===== src/fpl_pkg.sv =====
// constants and types for the serial flash pin lane controller
package fpl_pkg;
  // lane positions on the data lanes
  localparam int LANE_SI = 0;
  localparam int LANE_SO = 1;
  localparam int LANE_WP = 2;
  localparam int LANE_HOLD = 3;
  // widths
  localparam int LANES = 4;
  localparam int BYTE_W = 8;
  localparam int CNT_W = 3;
  localparam int SYNC_W = 6;
  // positions inside the synchroniser vector
  localparam int SYNC_SCK = 5;
  localparam int SYNC_CS = 4;
  // synchroniser reset: clock low, select high, protect and hold high
  localparam logic [SYNC_W-1:0] SYNC_RST = 6'h1C;
  // bits moved per serial clock edge
  localparam logic [3:0] BPE_SINGLE = 4'h1;
  localparam logic [3:0] BPE_DUAL = 4'h2;
  localparam logic [3:0] BPE_QUAD = 4'h4;
  // bit count of a whole byte
  localparam logic [3:0] BYTE_BITS = 4'h8;
  // output enable patterns per lane use
  localparam logic [3:0] OE_NONE = 4'h0;
  localparam logic [3:0] OE_SINGLE = 4'h2;
  localparam logic [3:0] OE_DUAL = 4'h3;
  localparam logic [3:0] OE_QUAD = 4'hF;
  // lane use requested by the command decoder
  typedef enum logic [2:0] {
    FPL_SINGLE,
    FPL_DUAL_IN,
    FPL_QUAD_IN,
    FPL_DUAL_OUT,
    FPL_QUAD_OUT
  } fpl_mode_t;
endpackage

===== src/fpl_lane_ctrl.sv =====
// serial flash pin lane controller: sampling, driving, lane use and hold
// Function
// - capture bits on rising serial clock edges
// - drive output bits on falling serial clock edges
// - dual program takes lanes 1-0 per edge
// - quad program takes lanes 3-0 per edge
// - dual read drives lanes 1-0 per edge
// - quad read drives lanes 3-0 per edge
// - quad lanes only with quad enable set
// - ignore input line while deselected
// - write-protect governs locking when not lane
// - hold ignores clock, data, floats output
// - hold never stops self-timed operations
// - select low starts, high ends operation
// - deselected: output floats, standby after busy
`timescale 1ns/1ps
module fpl_lane_ctrl (
  input wire logic CLK,
  input wire logic RST,
  input wire logic CE,
  input wire logic SCK,
  input wire logic CS_N,
  input wire logic [3:0] IO_IN,
  input wire fpl_pkg::fpl_mode_t MODE,
  input wire logic QUAD_ENABLE,
  input wire logic TX_EN,
  input wire logic [7:0] TX_DATA,
  input wire logic BUSY,
  output logic [3:0] IO_OUT,
  output logic [3:0] IO_OE,
  output logic [7:0] RX_DATA,
  output logic RX_VALID,
  output logic RX_FIRST,
  output logic TX_TAKE,
  output logic WP_LOCK,
  output logic HOLD_ACTIVE,
  output logic STANDBY
);
  // two-stage synchroniser for clock, select and lanes
  logic [fpl_pkg::SYNC_W-1:0] sync1_ff;
  logic [fpl_pkg::SYNC_W-1:0] sync2_ff;
  logic sck_prev_ff; // last synchronised clock level
  logic hold_ff; // hold condition in force
  logic first_ff; // next byte is first of the frame
  logic [fpl_pkg::CNT_W-1:0] rx_cnt_ff; // bits gathered in this byte
  logic [fpl_pkg::BYTE_W-1:0] rx_sr_ff; // input shift register
  logic [fpl_pkg::CNT_W-1:0] tx_cnt_ff; // bits sent of this byte
  logic [fpl_pkg::BYTE_W-1:0] tx_sr_ff; // output shift register
  logic wp_lock_ff;
  logic standby_ff;
  logic rx_valid_ff;
  logic rx_first_ff;
  logic tx_take_ff;
  logic [7:0] rx_data_ff;
  logic [3:0] io_out_ff;
  logic [3:0] io_oe_ff;
  // synchronised views
  logic sck_s;
  logic cs_n_s;
  logic [3:0] io_s;
  logic rise;
  logic fall;
  logic active; // selected and not held
  fpl_pkg::fpl_mode_t eff_mode; // mode after quad gating
  logic quad_lanes; // lanes 2 and 3 carry data
  logic out_mode; // lanes 1-0 are outputs in dual or quad read
  logic hold_req; // hold pin asserted as a control
  logic [3:0] bpe; // bits per edge
  logic [3:0] rx_sum;
  logic [fpl_pkg::BYTE_W-1:0] nxt_rx_sr;
  logic [fpl_pkg::BYTE_W-1:0] tx_word;
  logic [fpl_pkg::BYTE_W-1:0] nxt_tx_sr;
  logic [3:0] nxt_io_out;
  logic [3:0] nxt_io_oe;
  assign sck_s = sync2_ff[fpl_pkg::SYNC_SCK];
  assign cs_n_s = sync2_ff[fpl_pkg::SYNC_CS];
  assign io_s = sync2_ff[3:0];
  assign rise = sck_s & ~sck_prev_ff;
  assign fall = ~sck_s & sck_prev_ff;
  assign active = ~cs_n_s & ~hold_ff;
  assign rx_sum = {1'b0, rx_cnt_ff} + bpe;
  // pin synchroniser, first stage read only by the second
  always_ff @(posedge CLK or posedge RST)
  begin
    if (RST)
    begin
      sync1_ff <= fpl_pkg::SYNC_RST; // idle pin levels, no false hold
      sync2_ff <= fpl_pkg::SYNC_RST;
      sck_prev_ff <= 1'b0;
    end
    else if (CE)
    begin
      sync1_ff <= {SCK, CS_N, IO_IN};
      sync2_ff <= sync1_ff;
      sck_prev_ff <= sck_s;
    end
  end
  // quad modes fall back to single lane without quad enable
  always_comb
  begin
    eff_mode = MODE;
    if ((MODE == fpl_pkg::FPL_QUAD_IN || MODE == fpl_pkg::FPL_QUAD_OUT) && !QUAD_ENABLE)
    begin
      eff_mode = fpl_pkg::FPL_SINGLE;
    end
    quad_lanes = (eff_mode == fpl_pkg::FPL_QUAD_IN) || (eff_mode == fpl_pkg::FPL_QUAD_OUT);
    out_mode = TX_EN && (eff_mode == fpl_pkg::FPL_DUAL_OUT || eff_mode == fpl_pkg::FPL_QUAD_OUT);
    hold_req = ~io_s[fpl_pkg::LANE_HOLD] & ~quad_lanes;
  end
  // lane width and input shift per mode
  always_comb
  begin
    case (eff_mode)
      fpl_pkg::FPL_QUAD_IN, fpl_pkg::FPL_QUAD_OUT:
      begin
        bpe = fpl_pkg::BPE_QUAD;
        nxt_rx_sr = {rx_sr_ff[3:0], io_s};
      end
      fpl_pkg::FPL_DUAL_IN, fpl_pkg::FPL_DUAL_OUT:
      begin
        bpe = fpl_pkg::BPE_DUAL;
        nxt_rx_sr = {rx_sr_ff[5:0], io_s[1:0]};
      end
      default:
      begin
        bpe = fpl_pkg::BPE_SINGLE;
        nxt_rx_sr = {rx_sr_ff[6:0], io_s[fpl_pkg::LANE_SI]};
      end
    endcase
  end
  // output word, next shift and lane drive per mode
  always_comb
  begin
    tx_word = (tx_cnt_ff == '0) ? TX_DATA : tx_sr_ff;
    nxt_io_oe = fpl_pkg::OE_NONE;
    case (eff_mode)
      fpl_pkg::FPL_QUAD_OUT:
      begin
        nxt_io_out = tx_word[7:4];
        nxt_tx_sr = {tx_word[3:0], 4'h0};
        nxt_io_oe = fpl_pkg::OE_QUAD;
      end
      fpl_pkg::FPL_DUAL_OUT:
      begin
        nxt_io_out = {2'h0, tx_word[7:6]};
        nxt_tx_sr = {tx_word[5:0], 2'h0};
        nxt_io_oe = fpl_pkg::OE_DUAL;
      end
      fpl_pkg::FPL_SINGLE:
      begin
        nxt_io_out = {2'h0, tx_word[7], 1'b0};
        nxt_tx_sr = {tx_word[6:0], 1'b0};
        nxt_io_oe = fpl_pkg::OE_SINGLE;
      end
      default:
      begin
        nxt_io_out = 4'h0; // program modes never drive
        nxt_tx_sr = tx_word;
      end
    endcase
    if (!active || !TX_EN)
    begin
      nxt_io_oe = fpl_pkg::OE_NONE;
    end
  end
  // hold starts with select low and clock low, ends on release
  always_ff @(posedge CLK or posedge RST)
  begin
    if (RST)
    begin
      hold_ff <= 1'b0;
    end
    else if (CE)
    begin
      if (cs_n_s || (hold_ff && !hold_req))
      begin
        hold_ff <= 1'b0; // deselect or pin released
      end
      else if (!hold_ff && hold_req && !sck_s)
      begin
        hold_ff <= 1'b1;
      end
    end
  end
  // input capture on rising edges while selected
  always_ff @(posedge CLK or posedge RST)
  begin
    if (RST)
    begin
      rx_cnt_ff <= '0;
      rx_sr_ff <= '0;
      first_ff <= 1'b1;
      rx_valid_ff <= 1'b0;
      rx_first_ff <= 1'b0;
      rx_data_ff <= '0;
    end
    else if (CE)
    begin
      rx_valid_ff <= 1'b0;
      if (cs_n_s)
      begin
        rx_cnt_ff <= '0;
        first_ff <= 1'b1;
      end
      else if (active && rise && !out_mode)
      begin
        rx_sr_ff <= nxt_rx_sr;
        rx_cnt_ff <= rx_sum[fpl_pkg::CNT_W-1:0];
        if (rx_sum == fpl_pkg::BYTE_BITS)
        begin
          rx_valid_ff <= 1'b1;
          rx_data_ff <= nxt_rx_sr;
          rx_first_ff <= first_ff;
          first_ff <= 1'b0;
        end
      end
    end
  end
  // output drive on falling edges in output phases
  always_ff @(posedge CLK or posedge RST)
  begin
    if (RST)
    begin
      tx_cnt_ff <= '0;
      tx_sr_ff <= '0;
      tx_take_ff <= 1'b0;
      io_out_ff <= '0;
    end
    else if (CE)
    begin
      tx_take_ff <= 1'b0;
      if (cs_n_s || !TX_EN)
      begin
        tx_cnt_ff <= '0;
      end
      else if (active && fall)
      begin
        io_out_ff <= nxt_io_out;
        tx_sr_ff <= nxt_tx_sr;
        tx_cnt_ff <= tx_cnt_ff + bpe[fpl_pkg::CNT_W-1:0];
        tx_take_ff <= (tx_cnt_ff == '0);
      end
    end
  end
  // output enables follow select, hold and output phase
  always_ff @(posedge CLK or posedge RST)
  begin
    if (RST)
    begin
      io_oe_ff <= '0;
    end
    else if (CE)
    begin
      io_oe_ff <= nxt_io_oe;
    end
  end
  // write-protect locking, kept while the pin carries quad data
  always_ff @(posedge CLK or posedge RST)
  begin
    if (RST)
    begin
      wp_lock_ff <= 1'b0;
    end
    else if (CE && !quad_lanes)
    begin
      wp_lock_ff <= ~io_s[fpl_pkg::LANE_WP];
    end
  end
  // standby only once deselected and self-timed work is done
  always_ff @(posedge CLK or posedge RST)
  begin
    if (RST)
    begin
      standby_ff <= 1'b0;
    end
    else if (CE)
    begin
      standby_ff <= cs_n_s && !BUSY;
    end
  end
  assign IO_OUT = io_out_ff;
  assign IO_OE = io_oe_ff;
  assign RX_DATA = rx_data_ff;
  assign RX_VALID = rx_valid_ff;
  assign RX_FIRST = rx_first_ff;
  assign TX_TAKE = tx_take_ff;
  assign WP_LOCK = wp_lock_ff;
  assign HOLD_ACTIVE = hold_ff;
  assign STANDBY = standby_ff;
  // checks, lanes, select and hold
  property p_rx_on_rise;
    @(posedge CLK) disable iff (RST) RX_VALID |-> $past(rise) && !$past(hold_ff);
  endproperty
  a_rx_on_rise: assert property (p_rx_on_rise) else $error("byte done off a rising edge");
  property p_tx_on_fall;
    @(posedge CLK) disable iff (RST) TX_TAKE |-> $past(fall) && $past(TX_EN);
  endproperty
  a_tx_on_fall: assert property (p_tx_on_fall) else $error("output loaded off a falling edge");
  property p_no_rx_deselected;
    @(posedge CLK) disable iff (RST) RX_VALID |-> !$past(cs_n_s);
  endproperty
  a_no_rx_deselected: assert property (p_no_rx_deselected) else $error("data taken deselected");
  property p_deselect_float;
    @(posedge CLK) disable iff (RST) (CE && cs_n_s) |=> IO_OE == fpl_pkg::OE_NONE;
  endproperty
  a_deselect_float: assert property (p_deselect_float) else $error("lane driven deselected");
  property p_hold_float;
    @(posedge CLK) disable iff (RST) (CE && hold_ff) |=> IO_OE == fpl_pkg::OE_NONE;
  endproperty
  a_hold_float: assert property (p_hold_float) else $error("lane driven during hold");
  property p_quad_needs_qe;
    @(posedge CLK) disable iff (RST) (CE && !QUAD_ENABLE) |=> IO_OE[3:2] == 2'h0;
  endproperty
  a_quad_needs_qe: assert property (p_quad_needs_qe) else $error("quad lanes without enable");
  property p_quad_out_oe;
    @(posedge CLK) disable iff (RST)
      (CE && active && TX_EN && eff_mode == fpl_pkg::FPL_QUAD_OUT) |=> IO_OE == fpl_pkg::OE_QUAD;
  endproperty
  a_quad_out_oe: assert property (p_quad_out_oe) else $error("quad read lanes not driven");
  property p_dual_out_oe;
    @(posedge CLK) disable iff (RST)
      (CE && active && TX_EN && eff_mode == fpl_pkg::FPL_DUAL_OUT) |=> IO_OE == fpl_pkg::OE_DUAL;
  endproperty
  a_dual_out_oe: assert property (p_dual_out_oe) else $error("dual read lanes wrong");
  property p_standby_waits;
    @(posedge CLK) disable iff (RST) (CE && BUSY) |=> !STANDBY;
  endproperty
  a_standby_waits: assert property (p_standby_waits) else $error("standby while busy");
  property p_quad_no_hold;
    @(posedge CLK) disable iff (RST) (CE && quad_lanes) |=> !hold_ff;
  endproperty
  a_quad_no_hold: assert property (p_quad_no_hold) else $error("hold taken from quad lane");
  property p_wp_lock;
    @(posedge CLK) disable iff (RST)
      (CE && !quad_lanes) |=> WP_LOCK == !$past(io_s[fpl_pkg::LANE_WP]);
  endproperty
  a_wp_lock: assert property (p_wp_lock) else $error("lock does not follow protect pin");
endmodule


===== config.mk =====
export PLATFORM = sky130hd
export DESIGN_NAME = fpl_lane_ctrl
export DESIGN_NICKNAME = d
export VERILOG_FILES = /design/src/fpl_pkg.sv /design/src/fpl_lane_ctrl.sv
export SDC_FILE = /design/constraint.sdc
export NUM_CORES = 1
export LEC_CHECK = 0
export ABC_CLOCK_PERIOD_IN_PS = 2700
export BUFFER_PORTS_ARGS = -buffer_cell sky130_fd_sc_hd__buf_2
export CORE_MARGIN = 4
export CORE_UTILIZATION = 50
export DETAILED_ROUTE_END_ITERATION = 8
export HOLD_SLACK_MARGIN = 0.02
export PLACE_DENSITY = 0.72
export SYNTH_ARGS = -nofsm -noshare
export SYNTH_HDL_FRONTEND = slang
export SYNTH_SLANG_ARGS = --single-unit

===== constraint.sdc =====
create_clock -name CLK -period 2.7 [get_ports CLK]
set_input_delay 0.54 -clock CLK [delete_from_list [all_inputs] [get_ports CLK]]
set_output_delay 0.54 -clock CLK [all_outputs]
set_load 0.005 [all_outputs]

==> out/qor.yml <==
outcome: "finished clean"
tns_ns: 0
ir_worst_vdd_uv: 341.8
vias: 2066
drtIter0Drc: 180
finalWorstSetupSlack_ns: 0.2399
die_w_um: 82.50
r2r-start: "rx_cnt_ff[0]"
maxCapViolCount: 0
power.density_nw_per_um2: 597.2
synth_top_area_share_pct: 44.18
drive_above_1_share_pct: 34.10
cp.arrival_ns: 2.70
grt_first_pass_wirelength_mm: 9.880
die-area_sq_um: 6806
yosys-top-cells-area: "dfrtp_1, dfstp_2, mux2_2"
post_cts_buffers: 0
worst_pin_slew_ns: 0.5542
grt_remaining_overflow: 0
cp_cell_sequence: "buf_2, nand4bb_1, o21ai_4, inv_4, and2_4, fa_2, xnor2_2, nand2_1, a2111oi_4, buf_4, buf_4, mux2i_1"
min_path_type: "input port to async pin"
r2r_slack_ns: 0.54
async_flop_share_pct: 100.0
layout_min_cycle_time_ns: 2.460
finClkSkew_ns: 0.007401
cp_common_cell: "buf_4"
fin_nets: 332
p_leak_nw: 1.571
h-tree-depth: 2
num_rows: 26
areaGrowthSynthToFinish_pct: 17.36
grt_antenna_before_repair: 0
track_usage_pct: 19.20
totalWireLength_mm: 5.770
ys_seq_area_share_pct: 50.81
viasPerCell: 5.509
synth.net_count: 277
ys_seq_elements: 56
critPathMaxStageDelay_ns: 0.39
clk_pin_slew_ns: 0.10
synth_area_sq_um: 2775
core_area_sq_um: 5238
cts_buffer_depth: 2
dp_hpwl_mm: 4.173
setup_viol_count_final: 0
path_class: "input port to flip-flop"
slew_headroom_pct: 62.92
cp.required_ns: 2.94
fp.dieH_um: 82.50
worstSetupStartpointType: "input port"
first_pass_iters: 5
clk_latency_ns: 0.31
ctsRootBufferMaster: "clkbuf_8"
final_max_slew_viol_count: 0
ios: 45
tritoncts: "yes"
crit_path_end_kind: "flip-flop"
grt_max_degree: 57
r2r-end: "RX_DATA[3]"
crit_slowest_cell: "fa_2"
antenna_cells: 0
wire_per_inst_um: 15.39
synth_edf_count: 0
synth_top_area_cell: "dfrtp_1"
clock.fmax_ghz: 0.4065
path_max_fanout: 10
gp_congestion: 0.8360
rsz0062_at_grt: "no"
ant_nets: 0
synthCells: 249
worstRegToRegCells: 8
cts_inserted_buffers: 5
ctsResizeCount: 0
drc: 0
yosys_most_used_dff: "dfrtp_1"
detailedPlace.worstSlack_ns: -0.09738
avgSynthCellArea_sq_um: 11.15
ys_types: 50
post-route-period-util_pct: 91.11
io_buffers: 44
cts_sinks: 56
first_global_vias: 2018
yosysWarnings: 0
start_util_pct: 52.99
postCtsHoldBufs: 0
hold_viol: 0
==> kinds of logic after synthesis <==
family / synth area share (%)
muxes: 12.22
and+or+nand+nor: 11.18
xor gates and xnor gates: 0.9470
DFF: 50.81
buffers and inverters: 4.914
AOI/OAI and AO/OA: 17.13
adders and majority gates: 2.796
==> critical path: cells and delay by family <==
family,cells,cell delay [ns]
compound gates,2,0.32
xor+xnor,1,0.14
fa+ha+maj,1,0.39
buf+inv,4,0.58
mux,1,0.21
simple gates,3,0.51
==> registers in the layout (all words and copies together), names as in the netlist <==
register	flops
STANDBY	1
RX_VALID	1
IO_OUT	4
sck_prev_ff	1
sync1_ff	6
rx_cnt_ff	3
sync2_ff	6
tx_cnt_ff	3
tx_sr_ff	8
TX_TAKE	1
RX_FIRST	1
rx_sr_ff	7
IO_OE	3
WP_LOCK	1
HOLD_ACTIVE	1
first_ff	1
RX_DATA	8
==> per-stage QoR <==
| step | cell area (sq um) | std cells | hold slack, ns | total power, mW | util [%] |
|---|---|---|---|---|---|
| floorplan | 2801 | 249 | 0.4380 | 1.361 | - |
| global placement | 3168 | 367 | 0.4486 | 1.482 | 60.49 |
| detailed placement | 3168 | 367 | 0.4560 | 1.502 | 60.49 |
| CTS | 3257 | 375 | 0.2672 | 1.964 | 62.18 |
| global route | 3257 | 375 | 0.2771 | 2.078 | 62.18 |
| finish | 3257 | 375 | 0.2597 | 1.945 | 62.18 |
==> power breakdown <==
group	total [mW]	internal, mW	leakage, nW	switching [mW]
Combinational	0.393	0.189	0.836	0.205
Clock	0.460	0.185	0.0414	0.274
Sequential	1.09	0.984	0.693	0.109
Total	1.94	1.36	1.57	0.588
==> synth_stat cells, types with 5 or more instances <==
cell / n
dfrtp_1: 49
nand2_1: 32
o21ai_0: 17
inv_1: 15
mux2_2: 15
mux2i_1: 14
o22ai_1: 12
a21oi_1: 8
clkbuf_1: 8
dfstp_2: 7
a222oi_1: 6
nor2_1: 5
o31ai_1: 5
==> area by class of cell <==
class                           count  area [sq um]
Sequential cell                    56          1410
Inverter                           16         62.56
Timing Repair Buffer               61         360.3
Fill cell                         452          1981
Clock inverter                      2         16.27
Tap cell                           70         87.58
Multi-Input combinational cell    164          1247
Clock buffer                        6         72.57
==> worst max-delay path by stage <==
stage	cells past startpoint	slack, ns	end	startpoint
finish	12	0.24	RX_DATA[3]	MODE[1]
global route	12	0.09	RX_DATA[3]	MODE[1]
CTS	12	0.24	RX_DATA[3]	MODE[1]
detailed placement	12	-0.1	RX_DATA[3]	MODE[1]
global placement	11	-0.02	RX_FIRST	MODE[1]
floorplan	12	-0.08	RX_DATA[0]	MODE[1]
==> per-layer routing <==
metal  vias up  GRT usage [%]  routed length [um]
li1       1011              -                   -
met2        51          29.17                2615
met4         0          5.882                  74
met5         -              0                   0
met3         7          4.447                 327
met1       997          27.43                2753
==> cells in the final DEF (no fill, tap or decap), drive strengths merged, types with 2 or more instances in the layout <==
cell type / count
a222oi: 6
a21oi: 8
dfstp: 7
mux2i: 14
nor3: 2
xnor2: 2
nand2: 32
nand2b: 3
dfrtp: 49
nand4: 2
mux2: 17
nor2b: 2
o22ai: 12
a22o: 3
nand3: 2
o2bb2ai: 3
and2b: 2
ha: 3
a22oi: 3
o21ai: 19
nor2: 5
fa: 2
clkbuf: 6
inv: 16
buf: 61
o31ai: 5
Note: power is estimated with default switching activity, not from simulation.
